**src/rtl/csc_pkg.sv**
```systemverilog
// Constants, register map and state types of the system clock select block.
// Assumes one 10 MHz master clock that stands for the four-times multiplied crystal clock.
// Summary of operation
// Reset selects divide-by-4: crystal clock passes straight, four clocks per machine cycle.
// A new divide selection takes effect at the end of the running machine cycle.
// The selected system clock tick drives all clocked functions, timers and baud rates.
// Away from divide-by-4 only a write of the divide-by-4 code is accepted.
// From divide-by-4 the divide-by-1024 code may be written.
// Writes toward a disallowed selection are ignored and the old selection stays.
// The multiplier factor bit changes only while the multiplier is disabled.
// The multiplier enable changes only at divide-by-4 with ring mode off.
// Clearing the multiplier enable clears clock ready and restarts stabilization.
// While stabilizing, ready stays low and the multiplier cannot be selected.
// Hardware sets ready after stabilization; software cannot set it.
// Software waits for ready, sets factor, enables multiplier, then selects it.
// The oscillator-fail detector is enabled by a timed-access write of one.
// An enabled detector holds the processor in reset while the oscillator is slow.
// The fail flag is set by hardware, cleared by power-up reset or writing zero.
// The detector keeps running whatever the processor power state.
// Power-management mode gives input divided by 256, 1024 clocks per machine cycle.
// Only a software write selects power-management mode.
// Select codes: 00 multiplier, 01 reserved, 10 divide-by-4, 11 divide-by-1024.
// Factor bit one multiplies by four, zero by two.
// The machine cycle generator always divides the system clock by four.
// Stabilization time and fail threshold are design parameters.
// Source changes happen on common clock boundaries so no short pulse appears.
package csc_pkg;
  localparam logic [3:0] ADDR_CLK_CTRL = 4'h0;
  localparam logic [3:0] ADDR_PWR_CTRL = 4'h4;
  localparam logic [3:0] ADDR_CLK_STAT = 4'h8;
  localparam int SEL_LO = 6;
  localparam int MEN_BIT = 4;
  localparam int MFAC_BIT = 3;
  localparam int RDY_BIT = 3;
  localparam int RING_BIT = 2;
  localparam int OFE_BIT = 4;
  localparam int OFF_BIT = 5;
  localparam logic [1:0] RESP_OKAY = 2'h0;
  localparam logic [1:0] RESP_SLVERR = 2'h2;
  localparam int CLK_HZ = 10_000_000;
  localparam int PMM_CNT_W = 10;
  localparam int STAB_TIME_US = 100;
  localparam int STAB_CYC = (STAB_TIME_US * CLK_HZ) / 1_000_000;
  localparam int FAIL_TIME_NS = 3200;
  localparam int FAIL_CYC = (FAIL_TIME_NS * (CLK_HZ / 1_000_000)) / 1000;
  typedef enum logic [1:0] {
    CSC_SEL_MULT = 2'h0,
    CSC_SEL_RSVD = 2'h1,
    CSC_SEL_DIV4 = 2'h2,
    CSC_SEL_PMM = 2'h3
  } csc_sel_t;
  typedef enum logic [1:0] {
    CSC_STB_RUN = 2'h1,
    CSC_STB_READY = 2'h2
  } csc_stb_t;
endpackage

```
**src/rtl/csc_reg_if.sv**
```systemverilog
// Register access carrier between the bus slave and the clock control core.
// Assumes both ends run on the same master clock.
`timescale 1ns/100ps
interface csc_reg_if;
  logic wr;
  logic [3:0] waddr;
  logic [31:0] wdata;
  logic werr;
  logic [3:0] raddr;
  logic [31:0] rdata;
  logic rerr;
  modport bus (output wr, output waddr, output wdata, output raddr, input werr, input rdata, input rerr);
  modport core (input wr, input waddr, input wdata, input raddr, output werr, output rdata, output rerr);
endinterface

```
**src/rtl/csc_axi_slave.sv**
```systemverilog
// AXI4-Lite slave that turns bus transfers into single-cycle register strobes.
// Assumes the core answers read data and errors combinationally from the address.
`timescale 1ns/100ps
module csc_axi_slave #(
  parameter int ADDR_W = 4
) (
  input wire logic mclk,
  input wire logic rst_ni,
  input wire logic [ADDR_W-1:0] s_axi_awaddr,
  input wire logic s_axi_awvalid,
  output logic s_axi_awready,
  input wire logic [31:0] s_axi_wdata,
  input wire logic [3:0] s_axi_wstrb,
  input wire logic s_axi_wvalid,
  output logic s_axi_wready,
  output logic [1:0] s_axi_bresp,
  output logic s_axi_bvalid,
  input wire logic s_axi_bready,
  input wire logic [ADDR_W-1:0] s_axi_araddr,
  input wire logic s_axi_arvalid,
  output logic s_axi_arready,
  output logic [31:0] s_axi_rdata,
  output logic [1:0] s_axi_rresp,
  output logic s_axi_rvalid,
  input wire logic s_axi_rready,
  csc_reg_if.bus rif
);
  initial begin
    if (ADDR_W < 4) $error("csc_axi_slave: ADDR_W must be at least 4");
  end
  logic bvalid_q, bvalid_d, rvalid_q, rvalid_d;
  logic [1:0] bresp_q, bresp_d, rresp_q, rresp_d;
  logic [31:0] rdata_q, rdata_d;
  logic w_hs, r_hs;

  // Address and data are taken together, so neither channel can run ahead of the other.
  assign w_hs = s_axi_awvalid && s_axi_wvalid && !bvalid_q;
  assign r_hs = s_axi_arvalid && !rvalid_q;
  assign s_axi_awready = w_hs;
  assign s_axi_wready = w_hs;
  assign s_axi_arready = !rvalid_q;
  assign rif.wr = w_hs && s_axi_wstrb[0];
  assign rif.waddr = s_axi_awaddr[3:0];
  assign rif.wdata = s_axi_wdata;
  assign rif.raddr = s_axi_araddr[3:0];
  assign s_axi_bvalid = bvalid_q;
  assign s_axi_bresp = bresp_q;
  assign s_axi_rvalid = rvalid_q;
  assign s_axi_rresp = rresp_q;
  assign s_axi_rdata = rdata_q;

  always_comb begin
    bvalid_d = bvalid_q;
    bresp_d = bresp_q;
    rvalid_d = rvalid_q;
    rresp_d = rresp_q;
    rdata_d = rdata_q;
    if (bvalid_q && s_axi_bready) bvalid_d = 1'b0;
    if (w_hs) begin
      bvalid_d = 1'b1;
      bresp_d = rif.werr ? csc_pkg::RESP_SLVERR : csc_pkg::RESP_OKAY;
    end
    if (rvalid_q && s_axi_rready) rvalid_d = 1'b0;
    if (r_hs) begin
      rvalid_d = 1'b1;
      rresp_d = rif.rerr ? csc_pkg::RESP_SLVERR : csc_pkg::RESP_OKAY;
      rdata_d = rif.rdata;
    end
  end

  always_ff @(posedge mclk or negedge rst_ni) begin
    if (!rst_ni) begin
      bvalid_q <= 1'b0;
      bresp_q <= 2'h0;
      rvalid_q <= 1'b0;
      rresp_q <= 2'h0;
      rdata_q <= 32'h0000_0000;
    end else begin
      bvalid_q <= bvalid_d;
      bresp_q <= bresp_d;
      rvalid_q <= rvalid_d;
      rresp_q <= rresp_d;
      rdata_q <= rdata_d;
    end
  end
endmodule // csc_axi_slave

```
**src/rtl/csc_osc_fail.sv**
```systemverilog
// Oscillator-fail detector: flags a crystal input whose edges come too far apart.
// Assumes osc_in is asynchronous to mclk and much slower than it.
`timescale 1ns/100ps
module csc_osc_fail #(
  parameter int FAIL_CYC = csc_pkg::FAIL_CYC
) (
  input wire logic mclk,
  input wire logic rst_ni,
  input wire logic osc_in,
  output logic slow
);
  initial begin
    if (FAIL_CYC < 2 || FAIL_CYC > 65535) $error("csc_osc_fail: FAIL_CYC out of range");
  end
  logic meta_q, sync_q, prev_q, slow_q, slow_d;
  logic [15:0] gap_q, gap_d;

  // The detector has no power-state input, so it keeps watching in every mode.
  always_comb begin
    gap_d = gap_q;
    slow_d = slow_q;
    if (sync_q && !prev_q) begin
      gap_d = 16'h0000;
      slow_d = 1'b0;
    end else if (gap_q == 16'(FAIL_CYC - 1)) begin
      slow_d = 1'b1;
    end else begin
      gap_d = gap_q + 16'h0001;
    end
  end

  always_ff @(posedge mclk or negedge rst_ni) begin
    if (!rst_ni) begin
      meta_q <= 1'b0;
      sync_q <= 1'b0;
      prev_q <= 1'b0;
      gap_q <= 16'h0000;
      slow_q <= 1'b0;
    end else begin
      meta_q <= osc_in;
      sync_q <= meta_q;
      prev_q <= sync_q;
      gap_q <= gap_d;
      slow_q <= slow_d;
    end
  end
  assign slow = slow_q;
endmodule // csc_osc_fail

```
**src/rtl/csc_top.sv**
```systemverilog
// System clock select core: divide selection, multiplier handshake, machine cycle ticks.
// Assumes mclk is the four-times crystal clock; all clocks are made as one-cycle ticks.
`timescale 1ns/100ps
module csc_top #(
  parameter int ADDR_W = 4,
  parameter int STAB_CYC = csc_pkg::STAB_CYC,
  parameter int FAIL_CYC = csc_pkg::FAIL_CYC
) (
  input wire logic mclk,
  input wire logic rst_n,
  input wire logic osc_in,
  input wire logic ring_mode_bit,
  input wire logic ta_open,
  input wire logic [ADDR_W-1:0] s_axi_awaddr,
  input wire logic s_axi_awvalid,
  output logic s_axi_awready,
  input wire logic [31:0] s_axi_wdata,
  input wire logic [3:0] s_axi_wstrb,
  input wire logic s_axi_wvalid,
  output logic s_axi_wready,
  output logic [1:0] s_axi_bresp,
  output logic s_axi_bvalid,
  input wire logic s_axi_bready,
  input wire logic [ADDR_W-1:0] s_axi_araddr,
  input wire logic s_axi_arvalid,
  output logic s_axi_arready,
  output logic [31:0] s_axi_rdata,
  output logic [1:0] s_axi_rresp,
  output logic s_axi_rvalid,
  input wire logic s_axi_rready,
  output logic sys_tick,
  output logic [1:0] mc_phase,
  output logic mc_tick,
  output logic mult_on,
  output logic power_mgmt_mode,
  output logic cpu_rst_n
);
  initial begin
    if (STAB_CYC < 2 || STAB_CYC > 65535) $error("csc_top: STAB_CYC out of range");
  end

  function automatic logic hit(input logic [3:0] a, input logic [3:0] off);
    return a == off;
  endfunction

  logic rst_meta_q, rst_ni, ring_meta_q, ring_s_q;
  csc_pkg::csc_sel_t sel_q, sel_d, act_q, act_d;
  logic men_q, men_d, mfac_q, mfac_d, ofe_q, ofe_d, off_q, off_d;
  csc_pkg::csc_stb_t st_q, st_d;
  logic [15:0] stab_q, stab_d;
  logic [csc_pkg::PMM_CNT_W-1:0] cnt_q;
  logic [1:0] phase_q, phase_d;
  logic tick_q, tick_d, mc_q, mc_d, crst_q, slow, rdy, restart, wr_ctrl, wr_pwr;
  csc_pkg::csc_sel_t new_sel;

  // Reset is released through two flip-flops.
  always_ff @(posedge mclk or negedge rst_n) begin
    if (!rst_n) begin
      rst_meta_q <= 1'b0;
      rst_ni <= 1'b0;
    end else begin
      rst_meta_q <= 1'b1;
      rst_ni <= rst_meta_q;
    end
  end

  csc_reg_if rif ();

  csc_axi_slave #(.ADDR_W(ADDR_W)) u_axi (
    .mclk(mclk),
    .rst_ni(rst_ni),
    .s_axi_awaddr(s_axi_awaddr),
    .s_axi_awvalid(s_axi_awvalid),
    .s_axi_awready(s_axi_awready),
    .s_axi_wdata(s_axi_wdata),
    .s_axi_wstrb(s_axi_wstrb),
    .s_axi_wvalid(s_axi_wvalid),
    .s_axi_wready(s_axi_wready),
    .s_axi_bresp(s_axi_bresp),
    .s_axi_bvalid(s_axi_bvalid),
    .s_axi_bready(s_axi_bready),
    .s_axi_araddr(s_axi_araddr),
    .s_axi_arvalid(s_axi_arvalid),
    .s_axi_arready(s_axi_arready),
    .s_axi_rdata(s_axi_rdata),
    .s_axi_rresp(s_axi_rresp),
    .s_axi_rvalid(s_axi_rvalid),
    .s_axi_rready(s_axi_rready),
    .rif(rif.bus)
  );

  csc_osc_fail #(.FAIL_CYC(FAIL_CYC)) u_ofd (
    .mclk(mclk),
    .rst_ni(rst_ni),
    .osc_in(osc_in),
    .slow(slow)
  );

  assign rdy = (st_q == csc_pkg::CSC_STB_READY);
  assign wr_ctrl = rif.wr && hit(rif.waddr, csc_pkg::ADDR_CLK_CTRL);
  assign wr_pwr = rif.wr && hit(rif.waddr, csc_pkg::ADDR_PWR_CTRL);
  assign new_sel = csc_pkg::csc_sel_t'(rif.wdata[csc_pkg::SEL_LO +: 2]);

  // Register writes; decisions use the values held before the write.
  always_comb begin
    sel_d = sel_q;
    men_d = men_q;
    mfac_d = mfac_q;
    ofe_d = ofe_q;
    off_d = off_q;
    if (wr_ctrl) begin
      if (sel_q == csc_pkg::CSC_SEL_DIV4) begin
        if (new_sel == csc_pkg::CSC_SEL_PMM) sel_d = new_sel; // see
        else if (new_sel == csc_pkg::CSC_SEL_MULT && rdy) sel_d = new_sel; // see
      end else if (new_sel == csc_pkg::CSC_SEL_DIV4) begin
        sel_d = new_sel; // see
      end
      if (sel_q == csc_pkg::CSC_SEL_DIV4 && !ring_s_q) men_d = rif.wdata[csc_pkg::MEN_BIT];
      if (!men_q) mfac_d = rif.wdata[csc_pkg::MFAC_BIT];
    end
    if (wr_pwr) begin
      if (ta_open) ofe_d = rif.wdata[csc_pkg::OFE_BIT];
      if (!rif.wdata[csc_pkg::OFF_BIT]) off_d = 1'b0;
    end
    if (ofe_q && slow) off_d = 1'b1;
  end

  // Stabilization timer for the multiplier; clearing the enable restarts it.
  assign restart = men_q && !men_d;
  always_comb begin
    st_d = st_q;
    stab_d = stab_q;
    case (st_q)
      csc_pkg::CSC_STB_RUN: begin
        if (stab_q == 16'(STAB_CYC - 1)) st_d = csc_pkg::CSC_STB_READY; // see
        else stab_d = stab_q + 16'h0001;
      end
      csc_pkg::CSC_STB_READY: st_d = csc_pkg::CSC_STB_READY;
      default: st_d = csc_pkg::CSC_STB_RUN;
    endcase
    if (restart) begin
      st_d = csc_pkg::CSC_STB_RUN;
      stab_d = 16'h0000;
    end
  end

  // Clock ticks. The free counter aligns every source so a switch never shortens a period.
  always_comb begin
    tick_d = 1'b0;
    case (act_q)
      csc_pkg::CSC_SEL_MULT: tick_d = mfac_q ? 1'b1 : cnt_q[0];
      csc_pkg::CSC_SEL_PMM: tick_d = &cnt_q;
      default: tick_d = &cnt_q[1:0];
    endcase
    phase_d = phase_q;
    mc_d = 1'b0;
    act_d = act_q;
    if (tick_q) begin
      phase_d = phase_q + 2'h1; // see
      if (phase_q == 2'h3) begin
        mc_d = 1'b1;
        act_d = sel_q; // see
      end
    end
  end

  always_ff @(posedge mclk or negedge rst_ni) begin
    if (!rst_ni) begin
      ring_meta_q <= 1'b0;
      ring_s_q <= 1'b0;
      sel_q <= csc_pkg::CSC_SEL_DIV4;
      act_q <= csc_pkg::CSC_SEL_DIV4;
      men_q <= 1'b0;
      mfac_q <= 1'b0;
      ofe_q <= 1'b0;
      off_q <= 1'b0;
      st_q <= csc_pkg::CSC_STB_RUN;
      stab_q <= 16'h0000;
      cnt_q <= '0;
      phase_q <= 2'h0;
      tick_q <= 1'b0;
      mc_q <= 1'b0;
      crst_q <= 1'b0;
    end else begin
      ring_meta_q <= ring_mode_bit;
      ring_s_q <= ring_meta_q;
      sel_q <= sel_d;
      act_q <= act_d;
      men_q <= men_d;
      mfac_q <= mfac_d;
      ofe_q <= ofe_d;
      off_q <= off_d;
      st_q <= st_d;
      stab_q <= stab_d;
      cnt_q <= cnt_q + 1'b1;
      phase_q <= phase_d;
      tick_q <= tick_d;
      mc_q <= mc_d;
      crst_q <= !(ofe_q && slow);
    end
  end

  // Register reads.
  always_comb begin
    rif.rdata = 32'h0000_0000;
    rif.rerr = 1'b0;
    if (hit(rif.raddr, csc_pkg::ADDR_CLK_CTRL)) begin
      rif.rdata[csc_pkg::SEL_LO +: 2] = sel_q;
      rif.rdata[csc_pkg::MEN_BIT] = men_q;
      rif.rdata[csc_pkg::MFAC_BIT] = mfac_q;
    end else if (hit(rif.raddr, csc_pkg::ADDR_PWR_CTRL)) begin
      rif.rdata[csc_pkg::OFE_BIT] = ofe_q;
      rif.rdata[csc_pkg::OFF_BIT] = off_q;
    end else if (hit(rif.raddr, csc_pkg::ADDR_CLK_STAT)) begin
      rif.rdata[csc_pkg::RDY_BIT] = rdy;
      rif.rdata[csc_pkg::RING_BIT] = ring_s_q;
    end else begin
      rif.rerr = 1'b1;
    end
  end
  assign rif.werr = !(hit(rif.waddr, csc_pkg::ADDR_CLK_CTRL) || hit(rif.waddr, csc_pkg::ADDR_PWR_CTRL)
                      || hit(rif.waddr, csc_pkg::ADDR_CLK_STAT));

  assign sys_tick = tick_q;
  assign mc_phase = phase_q;
  assign mc_tick = mc_q;
  assign mult_on = men_q;
  assign power_mgmt_mode = (act_q == csc_pkg::CSC_SEL_PMM);
  assign cpu_rst_n = crst_q;
endmodule // csc_top

```
**config.mk**
```make
export PLATFORM = sky130hd
export DESIGN_NAME = csc_top
export DESIGN_NICKNAME = d
export VERILOG_FILES = /design/src/rtl/csc_pkg.sv /design/src/rtl/csc_reg_if.sv /design/src/rtl/csc_axi_slave.sv /design/src/rtl/csc_osc_fail.sv /design/src/rtl/csc_top.sv
export SDC_FILE = /design/constraint.sdc
export NUM_CORES = 1
export LEC_CHECK = 0
export BUFFER_PORTS_ARGS = -buffer_cell sky130_fd_sc_hd__buf_4
export CAP_MARGIN = 10
export CORE_UTILIZATION = 50
export CTS_BUF_LIST = sky130_fd_sc_hd__clkbuf_16
export CTS_CLUSTER_SIZE = 10
export DETAILED_ROUTE_END_ITERATION = 8
export PLACE_DENSITY = 0.8
export SETUP_SLACK_MARGIN = 0.4
export SYNTH_ARGS = -nofsm -noshare
export SYNTH_HDL_FRONTEND = slang
export SYNTH_HIERARCHICAL = 1
export SYNTH_SLANG_ARGS = --single-unit
```
**constraint.sdc**
```tcl
create_clock -name mclk -period 3.6 [get_ports mclk]
set_clock_uncertainty 0.15 [all_clocks]
set_input_delay 0.18 -clock mclk [delete_from_list [all_inputs] [get_ports mclk]]
set_output_delay 0.18 -clock mclk [all_outputs]
set_load 0.01 [all_outputs]
```
==> flow_metrics.tcl <==
set metrics [dict create \
    pwr_density_cell_nw_per_um2 493 \
    cts.repair_timing.setup_buffer_count 0 \
    final_cell_count_no_fill 629 \
    hold_path_class "input pin to flip-flop" \
    die_area_um2 9900 \
    min_period_over_period_pct 69.7 \
    synthesis.area_um2 4750 \
    critPathLaunchType "flip-flop" \
    final_hold_viol_count 0 \
    post_synth_inst_count 402 \
    post_cts_resize_count 0 \
    summed_negative_setup_slack_over_all_endpoints_ns 0 \
    grt_start_max_net_pins 80 \
    global_route_total_usage_across_every_layer_pct 20.9 \
    routed-via-count 3308 \
    total_leakage_power_nw 2.59 \
    finalSetupViolCount 0 \
    max_clock_freq_mhz 398 \
    grt_setup_unrepaired "false" \
    maxSlewHeadroom_pct 21.4 \
    critical_path.max_fanout 17 \
    vias_per_cell 5.26 \
    worstPathRequired_ns 3.72 \
    tritoncts.num_buffers 9 \
    slowest_delay_ns 0.94 \
    drc_errors 0 \
    ioPinCount 102 \
    grt_pass1_vias 3426 \
    wire_length_of_the_first_global_routing_pass_mm 16.1 \
    die_height_um 99.5 \
    dpl.cell_count 604 \
    timing.critical_path.cells "ha_1 > nand4_1 > o41ai_4 > nor2_1 > a211o_1" \
    ant_nets 0 \
    vdd.ir_drop.worst_mv 0.339 \
    worstPathArrival_ns 2.63 \
    clock_tree_from_tritoncts "built" \
    post-route-min-period_ns 2.51 \
    clock_sinks 101 \
    detail_route.wl_per_cell_um 14.8 \
    dp_hpwl_mm 6.39 \
    finish.net_count 557 \
    floorplan.rows 35 \
    fin_worst_hold_slack_ns 0.00530 \
    syn_to_final_growth_pct 20.9 \
    max-cap-violations 0 \
    run_status "complete, no violations" \
    critical_path_class "flip-flop to flip-flop" \
    drive_above_1_share_pct 27.4 \
    drt-total-wl_mm 9.30 \
    crit_path_top_delay_cell "sky130_fd_sc_hd__o41ai_4" \
    clk_root_buffer_cell "sky130_fd_sc_hd__clkbuf_16" \
    buffer_ports.inserted 69 \
    clk_path_buf_depth 2 \
    grt.overflow.total 0 \
    htreeDepth 3 \
    holdBufCountCts 9 \
    final-max-slew-violation-count 0 \
    cts.clk_slew.worst_paths_ns 0.07 \
    die_x_um 99.5 \
    clock_insertion_delay_worst_skew_ns 0.34 \
    post_synthesis_mean_instance_area_um2 11.8 \
    detailedRoute.firstPassIterationCount 4 \
    endpoint_kind "flip-flop" \
    grt_antenna_before_repair 0 \
    drt_iter0_markers 191 \
    num_antenna_cells 0 \
    yosysWarningCount 6 \
    slew_at_the_pin_with_the_worst_max_slew_slack_ns 1.18 \
    design.core.area_um2 9240 \
    routabilityCongestion 0.806 \
    initial_core_util_pct 51.5 \
]
==> layout by cell type, fill, tap and decap left out, types with 10 or more instances in the layout <==
master / count
sky130_fd_sc_hd__nand4_1: 14
sky130_fd_sc_hd__buf_4: 73
sky130_fd_sc_hd__mux2_4: 29
sky130_fd_sc_hd__nand3_1: 17
sky130_fd_sc_hd__nor4_1: 13
sky130_fd_sc_hd__inv_1: 17
sky130_fd_sc_hd__a21oi_1: 10
sky130_fd_sc_hd__xnor2_1: 19
sky130_fd_sc_hd__nand2_1: 23
sky130_fd_sc_hd__conb_1: 29
sky130_fd_sc_hd__nor2_1: 29
sky130_fd_sc_hd__dfrtp_1: 97
==> final timing paths <==
path / startpoint / end / slack [ns] / cells past startpoint
setup reg to reg: stab_q[0] / st_q[0] / 1.09 / 5
min in group asynchronous: rst_n / rst_ni / 0.02 / 2
max in group asynchronous: rst_ni / cnt_q[3] / 2.20 / 1
hold / removal: s_axi_wdata[6] / sel_q[0] / 0.005 / 3
hold reg to reg: ring_meta_q / ring_s_q / 0.20 / 0
setup / recovery: stab_q[0] / st_q[0] / 1.09 / 5
==> critical path, delay by kind of cell (launching register included) <==
| family | cells | cell delay (ns) |
|---|---|---|
| AO/OA/AOI/OAI | 2 | 1.23 |
| adder cells (fa/ha/maj) | 1 | 0.24 |
| flip-flops | 1 | 0.43 |
| AND/OR/NAND/NOR | 2 | 0.39 |
==> routing by layer <==
metal  track usage, %  vias to the layer above  routed length, µm
li1                 -                     1566                  -
met1             27.1                     1618               4100
met2             33.6                      107               4430
met3             5.69                       17                585
met4             8.03                        0                182
met5                0                        -                  0
==> cell type report <==
type                       instances  area, µm²
inverter                          16       60.1
clock buffer                       9        225
sequential                       101       2530
multi-input combinational        285       2060
timing repair buffer              82        638
fill                             708       3490
tap                              129        161
clock inverter                     7       65.1
==> metrics by stage <==
step / util (%) / power (mW) / cell area, µm² / setup slack [ns]
detailed placement: 58.1 / 1.90 / 5370 / 1.09
global placement: 58.1 / 1.88 / 5370 / 1.20
global route: 62.2 / 2.97 / 5750 / 0.935
CTS: 62.2 / 2.86 / 5750 / 1.09
finish: 62.2 / 2.84 / 5750 / 1.09
floorplan: - / 1.71 / 4850 / 0.433
==> registers in the layout (all words and copies together), names as in the netlist, 2 cells and up <==
| name | cells |
|---|---|
| u_axi/s_axi_rdata | 32 |
| stab_q | 16 |
| sel_q | 2 |
| st_q | 2 |
| act_q | 2 |
| cnt_q | 10 |
| mc_phase | 2 |
| u_ofd/gap_q | 16 |
==> report_power, final <==
| part | switching, mW | internal, mW |
|---|---|---|
| combinational | 0.233 | 0.302 |
| clock | 0.408 | 0.535 |
| sequential | 0.103 | 1.26 |
| total | 0.744 | 2.09 |
(Power assumes the default switching activity.)
